`config.mk`:
```
export PLATFORM = sky130hd
export DESIGN_NAME = lbwrh_local_bus
export DESIGN_NICKNAME = d
export VERILOG_FILES = /design/src/rtl/lbwrh_local_bus.v
export VERILOG_INCLUDE_DIRS = /design/src /design/src/rtl
export SDC_FILE = /design/constraint.sdc
export NUM_CORES = 1
export LEC_CHECK = 0
export ABC_AREA = 1
export ABC_CLOCK_PERIOD_IN_PS = 1700
export BUFFER_PORTS_ARGS = -buffer_cell sky130_fd_sc_hd__buf_2
export CORE_MARGIN = 2
export CORE_UTILIZATION = 49
export CTS_BUF_LIST = sky130_fd_sc_hd__clkbuf_8
export DETAILED_ROUTE_END_ITERATION = 16
export PLACE_DENSITY = 0.89
export SYNTH_ARGS = -nofsm -noshare
export SYNTH_HDL_FRONTEND = slang
export SYNTH_SLANG_ARGS = --single-unit
```
`constraint.sdc`:
```
create_clock -name i_ref_clk -period 1.7 [get_ports i_ref_clk]
set_input_delay 0.34 -clock i_ref_clk [delete_from_list [all_inputs] [get_ports i_ref_clk]]
set_output_delay 0.34 -clock i_ref_clk [all_outputs]
set_load 0.05 [all_outputs]
```
`src/rtl/lbwrh_regs.vh`:
```
/*
 local bus wait/refresh/hold constants: address layout, timing counts.
 assumes a 250 MHz system clock; included by the bus interface module only.
*/
`ifndef LBWRH_REGS_VH
`define LBWRH_REGS_VH

// ----------------------------------------
// address space layout
// ----------------------------------------
`define LBWRH_ADDR_W 20
`define LBWRH_REGION_MSB 19
`define LBWRH_REGION_LSB 17
`define LBWRH_NUM_REGIONS 8
`define LBWRH_BANK_LSB 16
`define LBWRH_WAIT_W 3

// ----------------------------------------
// timing and reset values
// ----------------------------------------
`define LBWRH_CLK_MHZ 250
`define LBWRH_REFRESH_PULSE_NS 16
`define LBWRH_REFRESH_PULSE_CYC ((`LBWRH_REFRESH_PULSE_NS * `LBWRH_CLK_MHZ + 999) / 1000)
`define LBWRH_REFRESH_INTERVAL_RST 16'h0100

`endif

```
`src/rtl/lbwrh_local_bus.v`:
```
/*
 local bus interface: eight-region external bus with per-region wait states,
 address strobe extension, pseudo-static ram refresh and bus hold handover.
 assumes a core request port on i_ref_clk, configuration as plain inputs, and
 an outside pad ring that turns data/oe triples into two-way pins.
*/
`timescale 1ns/1ns
`include "lbwrh_regs.vh"

// Overview of operation
// - addresses reach a full 1M-byte external space
// - memory grows in 64K-byte banks
// - eight regions, each with own wait/refresh
// - per-region wait states during read/write strobe
// - global option stretches address strobe period
// - periodic refresh bus cycle pulses refresh pin
// - refresh pulses overlap accesses to chosen regions
// - standby holds refresh pin low
// - hold request: finish cycle, float, acknowledge
// - no wait or refresh while held
module lbwrh_local_bus #(
   parameter ADDR_W = `LBWRH_ADDR_W,
   parameter WAIT_W = `LBWRH_WAIT_W,
   parameter REF_W = 16,
   parameter PULSE_CYC = `LBWRH_REFRESH_PULSE_CYC
) (
   input wire i_ref_clk,
   input wire i_rst,
   input wire i_req,
   input wire i_req_write,
   input wire [ADDR_W-1:0] i_req_addr,
   input wire [7:0] i_req_wdata,
   output reg o_req_done,
   output reg [7:0] o_req_rdata,
   output reg o_busy,
   input wire [8*WAIT_W-1:0] i_cfg_region_wait,
   input wire i_cfg_address_wait,
   input wire i_cfg_refresh_en,
   input wire [REF_W-1:0] i_cfg_refresh_interval,
   input wire [7:0] i_cfg_refresh_area,
   input wire i_standby,
   output reg [ADDR_W-1:0] o_addr,
   output reg [7:0] o_ad_out,
   input wire [7:0] i_ad_in,
   output reg o_ad_oe,
   output reg o_ctrl_oe,
   output reg o_address_strobe,
   output reg o_rd_n,
   output reg o_wr_n,
   output reg o_refresh_request_pin_n,
   input wire i_hold_request,
   output reg o_hold_acknowledge,
   output reg [`LBWRH_NUM_REGIONS-1:0] o_region_sel
);

   // ----------------------------------------
   // helpers
   // ----------------------------------------
   function [WAIT_W-1:0] region_wait;
      input [8*WAIT_W-1:0] cfg;
      input [2:0] region;
      begin
         region_wait = cfg[region*WAIT_W +: WAIT_W];
      end
   endfunction

   // ----------------------------------------
   // pin synchronisers
   // ----------------------------------------
   reg hold_meta;
   reg hold_sync;
   reg [7:0] ad_meta;
   reg [7:0] ad_sync;
   always @(posedge i_ref_clk) begin
      if (i_rst) begin
         hold_meta <= 1'b0;
         hold_sync <= 1'b0;
         ad_meta <= 8'h00;
         ad_sync <= 8'h00;
      end else begin
         hold_meta <= i_hold_request;
         hold_sync <= hold_meta;
         ad_meta <= i_ad_in;
         ad_sync <= ad_meta;
      end
   end

   // ----------------------------------------
   // refresh interval timer
   // ----------------------------------------
   reg [REF_W-1:0] ref_cnt;
   reg ref_due;
   reg [2:0] state;
   // binary state codes
   localparam [2:0] ST_IDLE = 3'h0;
   localparam [2:0] ST_ADDR = 3'h1;
   localparam [2:0] ST_STROBE = 3'h2;
   localparam [2:0] ST_REFRESH = 3'h3;
   localparam [2:0] ST_HOLD = 3'h4;
   localparam [2:0] ST_SELFREF = 3'h5;
   reg [WAIT_W:0] cnt;
   reg [7:0] pulse_cnt;
   reg cur_write;
   reg [2:0] cur_region;
   wire held = (state == ST_HOLD);
   wire ref_tick = (ref_cnt == {REF_W{1'b0}});
   // region 3-bit field selects one of eight logical spaces
   wire [2:0] req_region = i_req_addr[`LBWRH_REGION_MSB:`LBWRH_REGION_LSB];
   // a waiting access to a refresh area carries the pulse instead
   wire ride_ok = i_req && i_cfg_refresh_area[req_region];

   always @(posedge i_ref_clk) begin
      if (i_rst) begin
         ref_cnt <= `LBWRH_REFRESH_INTERVAL_RST;
         ref_due <= 1'b0;
      end else if (!i_cfg_refresh_en || held) begin
         // timer reloaded from the interval while held or disabled
         ref_cnt <= i_cfg_refresh_interval;
         ref_due <= ref_due & ~held;
      end else begin
         ref_cnt <= ref_tick ? i_cfg_refresh_interval : ref_cnt - 1'b1;
         if (ref_tick) begin
            ref_due <= 1'b1;
         end else if (pulse_cnt == 8'h01) begin
            ref_due <= 1'b0;
         end
      end
   end

   // ----------------------------------------
   // bus sequencer
   // ----------------------------------------
   always @(posedge i_ref_clk) begin
      if (i_rst) begin
         state <= ST_IDLE;
         cnt <= {(WAIT_W+1){1'b0}};
         pulse_cnt <= 8'h00;
         cur_write <= 1'b0;
         cur_region <= 3'h0;
         o_req_done <= 1'b0;
         o_req_rdata <= 8'h00;
         o_busy <= 1'b0;
         o_addr <= {ADDR_W{1'b0}};
         o_ad_out <= 8'h00;
         o_ad_oe <= 1'b0;
         o_ctrl_oe <= 1'b1;
         o_address_strobe <= 1'b0;
         o_rd_n <= 1'b1;
         o_wr_n <= 1'b1;
         o_refresh_request_pin_n <= 1'b1;
         o_hold_acknowledge <= 1'b0;
         o_region_sel <= 8'h00;
      end else begin
         o_req_done <= 1'b0;
         // a running refresh pulse ends after its fixed width, unless hold or standby is entered first
         if (pulse_cnt != 8'h00) begin
            pulse_cnt <= pulse_cnt - 8'h01;
            if (pulse_cnt == 8'h01) begin
               o_refresh_request_pin_n <= 1'b1;
            end
         end
         case (state)
            ST_IDLE: begin
               o_busy <= 1'b0;
               o_ad_oe <= 1'b0;
               if (hold_sync) begin
                  // idle means no cycle in flight; float and acknowledge in the same cycle
                  o_ctrl_oe <= 1'b0;
                  o_hold_acknowledge <= 1'b1;
                  o_refresh_request_pin_n <= 1'b1;
                  pulse_cnt <= 8'h00;
                  o_busy <= 1'b1;
                  state <= ST_HOLD;
               end else if (i_standby) begin
                  o_refresh_request_pin_n <= 1'b0;
                  pulse_cnt <= 8'h00;
                  o_busy <= 1'b1;
                  state <= ST_SELFREF;
               end else if (ref_due && pulse_cnt == 8'h00 && !ride_ok) begin
                  // dedicated refresh cycle, unless an access can carry it
                  o_refresh_request_pin_n <= 1'b0;
                  pulse_cnt <= PULSE_CYC[7:0];
                  o_busy <= 1'b1;
                  state <= ST_REFRESH;
               end else if (i_req) begin
                  // full 20-bit address, 64K banks sit at bit 16 upward
                  o_addr <= i_req_addr;
                  o_ad_out <= i_req_wdata;
                  o_ad_oe <= 1'b1;
                  cur_write <= i_req_write;
                  cur_region <= req_region;
                  o_region_sel <= 8'h01 << req_region;
                  o_address_strobe <= 1'b1;
                  o_busy <= 1'b1;
                  // one extra strobe cycle gives the decoder more time
                  cnt <= i_cfg_address_wait ? {{WAIT_W{1'b0}}, 1'b1} : {(WAIT_W+1){1'b0}};
                  // refresh rides along with an access to a chosen region
                  if (ref_due && i_cfg_refresh_area[req_region] && pulse_cnt == 8'h00) begin
                     o_refresh_request_pin_n <= 1'b0;
                     pulse_cnt <= PULSE_CYC[7:0];
                  end
                  state <= ST_ADDR;
               end
            end
            ST_ADDR: begin
               if (cnt != {(WAIT_W+1){1'b0}}) begin
                  cnt <= cnt - 1'b1;
               end else begin
                  o_address_strobe <= 1'b0;
                  o_ad_oe <= cur_write;
                  o_rd_n <= cur_write;
                  o_wr_n <= ~cur_write;
                  // per-region wait while strobe active, from config inputs
                  cnt <= {1'b0, region_wait(i_cfg_region_wait, cur_region)};
                  state <= ST_STROBE;
               end
            end
            ST_STROBE: begin
               if (cnt != {(WAIT_W+1){1'b0}}) begin
                  cnt <= cnt - 1'b1;
               end else begin
                  // cycle completes before any hold is honoured
                  o_rd_n <= 1'b1;
                  o_wr_n <= 1'b1;
                  o_ad_oe <= 1'b0;
                  o_region_sel <= 8'h00;
                  o_req_rdata <= cur_write ? o_req_rdata : ad_sync;
                  o_req_done <= 1'b1;
                  state <= ST_IDLE;
               end
            end
            ST_REFRESH: begin
               if (pulse_cnt == 8'h01) begin
                  state <= ST_IDLE;
               end
            end
            ST_HOLD: begin
               // no wait or refresh activity while the bus is lent out
               o_busy <= 1'b1;
               if (!hold_sync) begin
                  // external master keeps request up while it owns the bus
                  o_hold_acknowledge <= 1'b0;
                  o_ctrl_oe <= 1'b1;
                  state <= ST_IDLE;
               end
            end
            ST_SELFREF: begin
               // level held, not pulsed, so the ram self-refreshes
               o_busy <= 1'b1;
               o_refresh_request_pin_n <= ~i_standby;
               if (!i_standby) begin
                  state <= ST_IDLE;
               end
            end
            default: begin
               state <= ST_IDLE;
            end
         endcase
      end
   end

endmodule // lbwrh_local_bus

```
## Word level (Yosys, flattened, before mapping)

Index checks and enable logic that the tools add are counted.
W data, S select, Z words.

| operators by class | value |
|---|---|
| equality and inequality tests | 18 |
| $lt $le $gt $ge | 1 |
| multipliers | 1 |
| add/subtract/negate cells | 3 |
| shift-type cells | 2 |
| reduce and logical (&&, ||, !) cells | 31 |
| bitwise gates (word level) | 8 |
| multiplexer cells | 73 |

Operators by type and width:

| kind | count |
|---|---|
| $mux W8 | 12 |
| $mux W1 | 32 |
| $mux W16 | 2 |
| $mux W3 | 9 |
| $mux W4 | 6 |
| $reduce_and A6 Y1 | 4 |
| $shiftx A24 B6 Y3 | 1 |
| $ne A2 B2 Y1 const B | 11 |
| $pmux W3 S6 | 1 |
| $logic_not A16 Y1 | 1 |
| $pmux W8 S2 | 1 |
| $sub A16 B1 Y16 const B | 1 |
| $pmux W1 S2 | 7 |
| $pmux W4 S3 | 1 |
| $reduce_and A3 Y1 | 4 |
| $reduce_bool A2 Y1 | 5 |
| $eq A8 B1 Y1 const B | 1 |
| $logic_not A8 Y1 | 1 |
| $reduce_bool A8 Y1 | 1 |
| $shl A1 B3 Y8 const A | 1 |
| $sub A8 B1 Y8 const B | 1 |
| $not A1 Y1 | 7 |
| $eq A3 B2 Y1 const B | 2 |
| $eq A3 B3 Y1 const B | 2 |
| 16 further kinds | 23 |

| storage, ports and cells | value |
|---|---|
| output and inout port bits | 53 |
| register bits after elaboration | 107 |
| logic and storage cells | 161 |
| input bits | 92 |

## Depth between registers and ports, before layout

Gate-level depths: netlist (run 1).

| depth | value |
|---|---|
| depth in word-level cells | 10 |
| mapped depth | 12 |
| depth with buffers taken out | 12 |

## Worst setup path after synthesis (run 1)

Ideal clock, no wire load.

| timing path | value |
|---|---|
| path type | reg-to-reg |
| start point | register, netlist name o_addr[17] |
| end point | register cnt[1] |
| required time | 1.572 ns |
| cell stages (with the launch flop) | 13 |
| slack | 0.016 ns |
| library setup time | 0.128 ns |
| arrival time | 1.557 ns |
| path buffers | 1 |
| period minus slack after synthesis | 1.684 ns |
| path through | dfxtp_1 > inv_1 > clkbuf_1 > nand2_1 > nand3_1 > nand2_1 > nand2_1 > nand3_1 > nand2_1 > inv_1 > nand4_1 > nand2_1 > nor2_1 |

RTL lines:

| item | RTL line | RTL |
|---|---|---|
| end signal, assigned | lbwrh_local_bus.v:136 | `cnt <= {(WAIT_W+1){1'b0}};` |
| end signal, assigned | lbwrh_local_bus.v:196 | `cnt <= i_cfg_address_wait ? {{WAIT_W{1'b0}}, 1'b1} : {(WAIT_W+1){1'b0}};` |
| end signal, assigned | lbwrh_local_bus.v:207 | `cnt <= cnt - 1'b1;` |
| end, declared | lbwrh_local_bus.v:101 | `reg [WAIT_W:0] cnt;` |

## Worst setup path after layout (run 1)

| timing path | value |
|---|---|
| start point | register ref_cnt[2] |
| end point | register ref_cnt[6] |

| on the way | value |
|---|---|
| longest elaborated chain between the ends | 3 |
| elaborated cells between the ends (all ways) | 4 |
| those cells by class | add/sub: 1; mux: 2; reduce/logical: 1 |

RTL lines:

| item | RTL line | RTL |
|---|---|---|
| start, declared | lbwrh_local_bus.v:91 | `reg [REF_W-1:0] ref_cnt;` |
| start signal, assigned | lbwrh_local_bus.v:114 | `` ref_cnt <= `LBWRH_REFRESH_INTERVAL_RST; `` |
| start signal, assigned | lbwrh_local_bus.v:118 | `ref_cnt <= i_cfg_refresh_interval;` |
| start signal, assigned | lbwrh_local_bus.v:121 | `ref_cnt <= ref_tick ? i_cfg_refresh_interval : ref_cnt - 1'b1;` |
| $sub A16 B1 Y16 or $logic_not A16 Y1 (tied branches) | lbwrh_local_bus.v:121, lbwrh_local_bus.v:106 |  |
| $mux W16 * | lbwrh_local_bus.v:121 |  |
| $mux W16 * | lbwrh_local_bus.v:116 | `end else if (!i_cfg_refresh_en \|\| held) begin` |

Mark *: on every way between the ends. The rest lies on a longest branch, timed or not.
A chain may end at the register's enable or synchronous reset.

==> results.toml, run 1 <==
[finish]
utilization = 0.633
final_cells = 993
multi_input_area_um2 = 2470
n_antenna_cell = 0
layout-drive-gt1-share = 0.280
fillCellCount = 872
seqCellArea_um2 = 2080
areaGrowthSynthToFinish_pct = 24.6
nNetsFinal = 953

[power]
power_switching_uw = 4350
intPower_uw = 5020
seq_power_share = 0.344
ir_worst_vdd_mv = 0.903
p_leak_uw = 0.00309
netSwitchingFraction = 0.465
power_density_nw_per_um2 = 1500
pwr-share-clk = 0.150
comb_power_share = 0.506

[flow_run]
maxCapViolCount = 0

[critical_path]
required_ns = 1.97
critPathLaunchType = "register"
cp_max_fo = 8
criticalPathCategory = "reg2reg"
crit_path_end_kind = "register"
arrival_ns = 1.88

[clock_network]
clkTransAtPathRegs_ns = 0.10
cts_buffer_depth = 2
numCtsBuffers = 9
htreeDepth = 3
cts_tree = "done"
root_buffer = "clkbuf_8"
clk_latency_ns = 0.37
cts.sinks = 104

[logic_synthesis]
yosysTopAreaCellShare = 0.415
synth.net_count = 797
async_reset_ff_frac = 0
yosysSeqAreaShare = 0.415
ys_warn_count = 0
synth_flop_cell = "dfxtp_1"
ys_top_cells_by_area = "dfxtp_1, nand2_1, nor2_1"
synthDistinctLibCells = 40
syn_area_per_cell_um2 = 7.16
synthesis.area_um2 = 5010
yosysTopAreaCell = "dfxtp_1"
ys_ff_latch = 104
synth_cells = 700
synth_edf_count = 0

[die]
initial_core_util = 0.508
die_area_um2 = 11100
dieHeight_um = 105
ios = 145
rows = 36
core-area_um2 = 9860
fp.dieW_um = 105

[drt]
drt_iter0_markers = 287
num_vias = 4972
drc_errors = 0
dr.pass1.iters = 4
drt.antenna.violating_nets = 0
vias_per_cell = 5.01
wire_per_inst_um = 12.7
wirelength_mm = 12.6

[timing]
skew_ns = 0.0154
period_minus_slack_ns = 1.61
setup_viol = 0
fin_ws_ns = 0.0910
final.period_utilization = 0.946
tns_ns = 0
slew_headroom = 0.583
fmax_mhz = 622
drv_slew = 0
hold_viol = 0
tightest_slew_ns = 0.626

[worst_hold_path]
hp-class = "in2reg"

[global_route]
grt_max_degree = 57
grtUsageTotal = 0.225
grt_pass1_vias = 4677
grt_pass1_wl_mm = 20.6
antenna_found_initial = 0
grt_overflow_total = 0

[place]
numPortBuffers = 144
placed_cells = 971
place_congestion = 0.909
hpwl_mm = 9.04
pre_cts_ws_ns = 0.0120

[run_status]
status = "finished clean"
## per-layer routing
layer  track usage  share of wire
met5             0              0
met4        0.0886          0.028
met2         0.365           0.46
met3        0.0799          0.076
met1         0.272           0.43
## power groups by stage
stage,Combinational (µW),Clock (µW),Sequential (µW)
after global placement,4470,0,3260
after global routing,5230,1520,3280
after detailed placement,4540,0,3260
after CTS,4590,1430,3210
final,4740,1400,3230
after floorplan,2690,0,4050
## layout by cell type (no fill, tap or decap), types with 3 or more instances in the layout
| master | synthesis | final |
|---|---|---|
| a21oi_1 | 51 | 49 |
| nor2_4 | 7 | 7 |
| nor2_1 | 113 | 112 |
| nand3_1 | 36 | 36 |
| xor2_1 | 6 | 6 |
| inv_1 | 73 | 71 |
| dfxtp_1 | 104 | 102 |
| nand2_1 | 142 | 142 |
| o21ai_1 | 10 | 10 |
| ha_1 | 5 | 3 |
| inv_2 | 9 | 12 |
| xnor2_1 | 4 | 4 |
| nor3_1 | 9 | 8 |
| nand2_4 | 4 | 6 |
| nand3_4 | 2 | 4 |
| nor2_8 | 3 | 3 |
| o21ai_0 | 26 | 26 |
| nand4_1 | 36 | 36 |
| nor2_2 | 5 | 6 |
| buf_4 | 4 | 24 |
| buf_2 | 6 | 144 |
| buf_12 | 0 | 4 |
| clkbuf_8 | 0 | 9 |
| a21oi_2 | 1 | 3 |
## final cells by class
type / instances / share of cell area
inverters: 85 / 0.0519
clock buffers: 9 / 0.0198
clock inverters: 6 / 0.00741
flip-flops and latches: 104 / 0.334
repair buffers: 174 / 0.165
well taps: 133 / 0.0266
multi-input cells: 482 / 0.395
## flip-flops by register name (all words and copies together), names as in the netlist, 3 cells and up
| name | cells |
|---|---|
| o_addr | 19 |
| ref_cnt | 16 |
| ad_meta | 8 |
| ad_sync | 8 |
| o_ad_out | 8 |
| o_region_sel | 8 |
| o_req_rdata | 8 |
| pulse_cnt | 8 |
| cnt | 4 |
| state | 3 |
## critical path: stages (launching register included)
cell and delay, ns:
dfxtp_1 0.36, nor2_1 0.19, nand4_1 0.11, nor3_1 0.30, nor2_4 0.13, buf_4 0.17
o21ai_0 0.19, nor2_1 0.06
## path summary, 6_finish.rpt
kind / end / slack [ns] / cells after the start / start
max: ref_cnt[6] / 0.09 / 7 / ref_cnt[2]
min: ad_meta[2] / 0.17 / 3 / i_ad_in[2]
max reg2reg: ref_cnt[6] / 0.09 / 7 / ref_cnt[2]
min reg2reg: ad_sync[0] / 0.40 / 2 / ad_meta[0]
## cell usage after synthesis, types with 7 or more instances
cell	instances
o21ai_0	26
nor2_1	113
nand2_1	142
nand4_1	36
inv_2	9
buf_6	7
nor3_1	9
o21ai_1	10
nor2_4	7
dfxtp_1	104
a21oi_1	51
inv_1	73
clkbuf_1	10
nand3_1	36
## cells by family (layout without fill, tap and decap cells)
kind of cell               Yosys count  after routing  synth area share
DFF                                104            104             0.415
adders and majority gates            5              5            0.0125
and+or+nand+nor                    368            368             0.348
AOI/OAI and AO/OA                   99             99             0.106
buffers and inverters              114            274             0.101
xor gates and xnor gates            10             10            0.0175
## through the flow
stage                     hold WS, ns  total power [µW]  instance area, µm²
after floorplan                 0.388              6740                5010
after global routing            0.146             10000                6250
after detailed placement        0.393              7800                5940
after global placement          0.388              7730                5940
after CTS                       0.150              9240                6120
final                           0.169              9370                6250
## repair_timing
action,4_1_cts,5_1_grt
setup endpoints to repair,2,65
endpoints found under the hold margin,0,0
cloned,0,2
hold buffers,0,0
pin swaps,0,3
setup buffers,0,5
gates resized for setup,2,13
(Power assumes the default switching activity.)
==> run 2: changes to the inputs <==
--- a/config.mk
+++ b/config.mk
@@ -7,13 +7,13 @@
 export NUM_CORES = 1
 export LEC_CHECK = 0
 export ABC_AREA = 1
-export ABC_CLOCK_PERIOD_IN_PS = 1700
+export ABC_CLOCK_PERIOD_IN_PS = 1900
 export BUFFER_PORTS_ARGS = -buffer_cell sky130_fd_sc_hd__buf_2
 export CORE_MARGIN = 2
-export CORE_UTILIZATION = 49
+export CORE_UTILIZATION = 55
 export CTS_BUF_LIST = sky130_fd_sc_hd__clkbuf_8
 export DETAILED_ROUTE_END_ITERATION = 16
-export PLACE_DENSITY = 0.89
+export PLACE_DENSITY = 0.94
 export SYNTH_ARGS = -nofsm -noshare
 export SYNTH_HDL_FRONTEND = slang
 export SYNTH_SLANG_ARGS = --single-unit
==> constraint.sdc (replaced) <==
create_clock -name i_ref_clk -period 1.9 [get_ports i_ref_clk]
set_input_delay 0.38 -clock i_ref_clk [delete_from_list [all_inputs] [get_ports i_ref_clk]]
set_output_delay 0.38 -clock i_ref_clk [all_outputs]
set_load 0.05 [all_outputs]
==> run 2 against run 1 <==
  * Worst hold slack improved by 0.039 ns
  * Critical path depth increased by 1
  * Via count decreased by 0.24%
  * Utilization increased by 5.8 points
  * Final cell count decreased by 3.8%
  * Sequential power decreased by 11%
  * Total power decreased by 10%
  * Combinational power decreased by 15%
  * Cell area decreased by 3.1%
  * Global-route usage increased by 2.6 points
  * Routed wire length decreased by 2.4%
  * Sequential share of layout area increased by 1.0 points
  * Critical path type unchanged
  * Largest power group unchanged
==> results.toml, run 2 (synthesized netlist as in run 1, its figures left out) <==
[finish]
mostFrequentLayoutCells = "buf_2, nand2_1, nor2_1, dfxtp_1, inv_1"
largest-register = "o_addr"
stdcell_area_um2 = 6050
nNetsFinal = 939
largest_reg_flops = 19
fillCellCount = 762
final_cells = 955
n_antenna_cell = 0
areaGrowthSynthToFinish_pct = 20.7
largestRegisters = "o_addr: 19 flops, ref_cnt: 16 flops"
layout_commonest_cell = "buf_2"
layout-drive-gt1-share = 0.257

[run_status]
status = "finished clean"

[clock_network]
clkTransAtPathRegs_ns = 0.11
cts.sinks = 104
cts_setup_buffers = 0
post_cts_resized = 0
htreeDepth = 3
cts_buffer_depth = 2
cts_tree = "done"
numCtsBuffers = 9
cts_hold_buffers = 0
clk_latency_ns = 0.36
root_buffer = "clkbuf_8"

[critical_path]
path_buf_inv = 2
slowest_delay_ns = 0.33
cp_max_fo = 6
cpMaxStageDelayCell = "a21oi_2"
crit_path_end_kind = "register"
required_ns = 2.13
arrival_ns = 2.00
criticalPathCategory = "reg2reg"
critical_path.top_delay_family = "simple AND/OR/NAND/NOR gates"
critPathLaunchType = "register"
crit_chain = "inv_1 > ha_1 > nand3_2 > a21oi_2 > buf_4 > nand4_1 > nand2_1 > nor2_1"

[timing]
fin_ws_ns = 0.127
hold_viol = 0
slew_headroom = 0.601
fmax_mhz = 564
final.period_utilization = 0.933
skew_ns = 0.0172
drv_slew = 0
setup_viol = 0
rsz0062_at_grt = "true"
tightest_slew_ns = 0.598
period_minus_slack_ns = 1.77

[die]
core-area_um2 = 8760
fp.dieW_um = 99.5
initial_core_util = 0.572
ios = 145
die_area_um2 = 9900
dieHeight_um = 99.5
rows = 34

[drt]
wire_per_inst_um = 12.9
drc_errors = 0
vias_per_cell = 5.19
dr.pass1.iters = 4
num_vias = 4960
wirelength_mm = 12.3
drt_iter0_markers = 245
drt.antenna.violating_nets = 0

[power]
netSwitchingFraction = 0.462
power_density_nw_per_um2 = 1390
p_leak_uw = 0.00299
total_power_uw = 8430
power_switching_uw = 3900
comb_power_share = 0.480
ir_worst_vdd_mv = 0.666
pwr-share-clk = 0.178
seq_power_share = 0.343
intPower_uw = 4540

[global_route]
grtUsageTotal = 0.251
grt_overflow_total = 0
grt_pass1_wl_mm = 20.7
grt_pass1_vias = 4685
antenna_found_initial = 0
grt_max_degree = 57

[place]
pre_cts_ws_ns = 0.0327
numPortBuffers = 144
place_congestion = 0.849
hpwl_mm = 8.94
dpl_cell_area_um2 = 5800
placed_cells = 938

[worst_hold_path]
hp-class = "in2reg"

[flow_run]
maxCapViolCount = 0
run 2: cell count changes in the layout (fill, tap and decap cells not counted), moves of 2 or more:
cell,before,now
buf_12,4,0
inv_2,12,9
a21oi_2,3,1
ha_2,2,0
nand2_2,1,3
inv_8,0,2
a21oi_1,49,51
ha_1,3,5
inv_1,71,73
nand2_4,6,4
buf_4,24,14
clkbuf_16,2,0
clkinvlp_4,2,0
run 2: power by group through the flow:
| stage | clock [µW] | sequential [µW] | combinational, µW |
|---|---|---|---|
| floorplan | 0 | 3620 | 2410 |
| global placement | 0 | 2910 | 3870 |
| detailed placement | 0 | 2920 | 3950 |
| CTS | 1530 | 2880 | 3990 |
| global route | 1620 | 2940 | 4470 |
| finish | 1500 | 2890 | 4040 |
run 2: worst paths after layout:
check | slack [ns] | cells after the start | from | endpoint
hold reg to reg | 0.41 | 2 | ad_meta[5] | ad_sync[5]
hold / removal | 0.21 | 3 | i_ad_in[4] | ad_meta[4]
setup / recovery | 0.13 | 8 | cnt[0] | o_region_sel[0]
setup reg to reg | 0.13 | 8 | cnt[0] | o_region_sel[0]
run 2: cell type report:
cell class                 count  area (µm²)  area share
timing repair buffer         159         837       0.138
tap                          108         135      0.0223
clock inverter                 6        86.3      0.0143
clock buffer                  10         138      0.0227
multi-input combinational    483        2450       0.405
sequential                   104        2080       0.344
inverter                      85         324      0.0535
run 2: worst min-delay path: cells and delay by family:
family / cells / cell delay (ns)
buffers and inverters: 2 / 0.13
and+or+nand+nor: 1 / 0.03
run 2: metal layers:
layer  global-route usage  vias to the layer above  part of all wire
met5                    0                        -                 0
met4               0.0632                        0            0.0099
met2                0.434                      174              0.49
met1                0.311                     2228              0.43
li1                     -                     2545                 -
met3               0.0675                       13             0.073
run 2: through the flow:
stage                     utilization  hold slack [ns]  setup TNS, ns
after CTS                       0.687            0.193              0
after detailed placement        0.662            0.395              0
after floorplan                     -            0.388              0
after global routing            0.691            0.199        -0.0347
final                           0.691            0.209              0
after global placement          0.662            0.389              0
==> run 3: changes to the inputs <==
--- a/config.mk
+++ b/config.mk
@@ -6,7 +6,6 @@
 export SDC_FILE = /design/constraint.sdc
 export NUM_CORES = 1
 export LEC_CHECK = 0
-export ABC_AREA = 1
 export ABC_CLOCK_PERIOD_IN_PS = 1900
 export BUFFER_PORTS_ARGS = -buffer_cell sky130_fd_sc_hd__buf_2
 export CORE_MARGIN = 2
==> run 3 against run 2 <==
  * The flow now finishes with violations (setup timing)
  * Largest power group unchanged
  * Total power rose by 5.6%
  * Final cell count fell by 14%
  * Synthesized area fell by 2.3%
  * Sequential power fell by 2%
  * Clock skew barely moved
==> results.toml, run 3 <==
[run_status]
status = "finished, violations left"
violations = "setup timing"

[logic_synthesis]
async_reset_ff_frac = 0
ys_top_cells_by_area = "dfxtp_1, mux2i_1, nand2b_1"
synthDistinctLibCells = 64
synth.net_count = 621
synth_cells = 524
yosysSeqAreaShare = 0.425
synth.most_common_cell = "dfxtp_1"
synthesis.area_um2 = 4900
ys_ff_latch = 104
syn_area_per_cell_um2 = 9.35
synthTopCellsByCount = "dfxtp_1, nand2b_1, nor2_1"
synth_flop_cell = "dfxtp_1"
yosysTopAreaCellShare = 0.425
synth_edf_count = 0
yosysTopAreaCell = "dfxtp_1"
ys_warn_count = 0

[die]
core-area_um2 = 8680
ios = 145
die_area_um2 = 9680
dieHeight_um = 98.4
fp.dieW_um = 98.4
rows = 34
initial_core_util = 0.565

[finish]
largest_reg_flops = 19
layout-drive-gt1-share = 0.385
mostFrequentLayoutCells = "buf_2, dfxtp_1, nand2b_1, buf_4, nor2_1"
fillCellCount = 550
nNetsFinal = 809
largest-register = "o_addr"
layout_commonest_cell = "buf_2"
areaGrowthSynthToFinish_pct = 34.7
n_antenna_cell = 0
largestRegisters = "o_addr: 19 flops, ref_cnt: 16 flops"

[global_route]
antenna_found_initial = 0
grt_pass1_vias = 5010
grt_pass1_wl_mm = 23.5
grt_overflow_total = 0
grtUsageTotal = 0.300
grt_max_degree = 81

[critical_path]
rrSetupSlack_ns = -0.30
critPathLaunchType = "register"
worstReg2RegEnd = "state[1]"
worst-r2r-cell-count = 6
slowest_delay_ns = 0.56
r2r-start = "pulse_cnt[4]"
crit_chain = "or4_4 > or4b_4 > a31oi_4 > buf_6 > a211oi_2 > a211oi_2"
cpMaxStageDelayCell = "or4b_4"
crit_path_end_kind = "register"
critPathLaunch = "pulse_cnt[4]"
required_ns = 2.22
path_common_cell = "a211oi_2"
criticalPathCategory = "reg2reg"
cp_max_fo = 5
arrival_ns = 2.52

[drt]
drc_errors = 0
wire_per_inst_um = 19.4
dr.pass1.iters = 7
drt.antenna.violating_nets = 0
wirelength_mm = 16.0
vias_per_cell = 5.96
num_vias = 4918
drt_iter0_markers = 525

[timing]
slew_headroom = 0.720
rsz0062_at_grt = "true"
hold_viol = 0
tns_ns = -10.29
tightest_slew_ns = 0.419
drv_slew = 0
period_minus_slack_ns = 2.20
skew_ns = 0.0175
fin_ws_ns = -0.304
fmax_mhz = 454
setup_viol = 52
final.period_utilization = 1.16

[worst_hold_path]
min_to = "ad_meta[2]"
min_path_cells = 2
hp-class = "in2reg"
hold_start = "i_ad_in[2]"

[clock_network]
htreeDepth = 3
root_buffer = "clkbuf_8"
numCtsBuffers = 9
cts_buffer_depth = 2
cts_tree = "done"
cts_hold_buffers = 0
clk_latency_ns = 0.39
clkTransAtPathRegs_ns = 0.12
cts.sinks = 104

[power]
total_power_uw = 8910
p_leak_uw = 0.00281
ir_worst_vdd_mv = 0.737
power_density_nw_per_um2 = 1350

[place]
numPortBuffers = 144
place_congestion = 0.968
hpwl_mm = 9.49

[flow_run]
maxCapViolCount = 0
## run 3: how the worst max path moves through the flow
stage	slack, ns	to	depth (start not counted)
final	-0.30	state[1]	6
after global routing	-0.35	state[1]	6
after CTS	-0.18	state[1]	6
after detailed placement	-0.24	o_region_sel[2]	8
after global placement	-0.18	o_region_sel[4]	7
after floorplan	-0.17	o_region_sel[4]	7
## run 3: metal layers
metal,share of wire,track usage,routed length [µm],vias to the layer above
met5,0,0,0,-
met4,0.065,0.176,1050,0
met3,0.083,0.0680,1330,110
met2,0.50,0.532,8000,340
met1,0.35,0.326,5650,2264
li1,-,-,-,2204
## run 3: cells by family after synthesis
kind of cell    Yosys count  synth area share
buf+inv                  44            0.0388
simple gates            211             0.242
mux                      53             0.124
fa+ha+maj                 6            0.0148
flops                   104             0.425
xor+xnor                 17            0.0304
compound gates           89             0.126
## run 3: critical path: cells and delay by family (launching register included)
kind,cells,cell delay [ns]
compound gates,3,0.55
buf+inv,1,0.16
flops,1,0.33
simple gates,2,1.11
## run 3: cell type report
cell class / instances / area, µm² / area share
Tap cell: 108 / 135 / 0.0205
Clock buffer: 9 / 124 / 0.0188
Timing Repair Buffer: 208 / 1310 / 0.198
Multi-Input combinational cell: 376 / 2810 / 0.426
Sequential cell: 104 / 2080 / 0.316
Clock inverter: 7 / 88.8 / 0.0135
Inverter: 13 / 48.8 / 0.00739
## run 3: timing repair
action	in CTS	in global routing
pin swaps	4	4
setup buffers	2	5
gates cloned	2	0
setup endpoints to repair	55	70
gates resized for setup	20	18
## run 3: metrics by stage
stage           util  setup slack [ns]  hold slack [ns]  cells  area [µm²]
3_5_place_dp   0.701            -0.241            0.420    800        6090
4_1_cts        0.744            -0.176            0.204    820        6460
6_report       0.761            -0.304            0.206    825        6600
5_1_grt        0.761            -0.347            0.223    825        6600
3_3_place_gp   0.701            -0.181            0.416    800        6090
2_1_floorplan      -            -0.171            0.414    524        4910
## run 3: power breakdown
| part | internal, µW | total [µW] | switching (µW) |
|---|---|---|---|
| sequential | 2520 | 2830 | 307 |
| clock | 637 | 1500 | 868 |
| combinational | 1930 | 4570 | 2640 |
| total | 5090 | 8910 | 3820 |
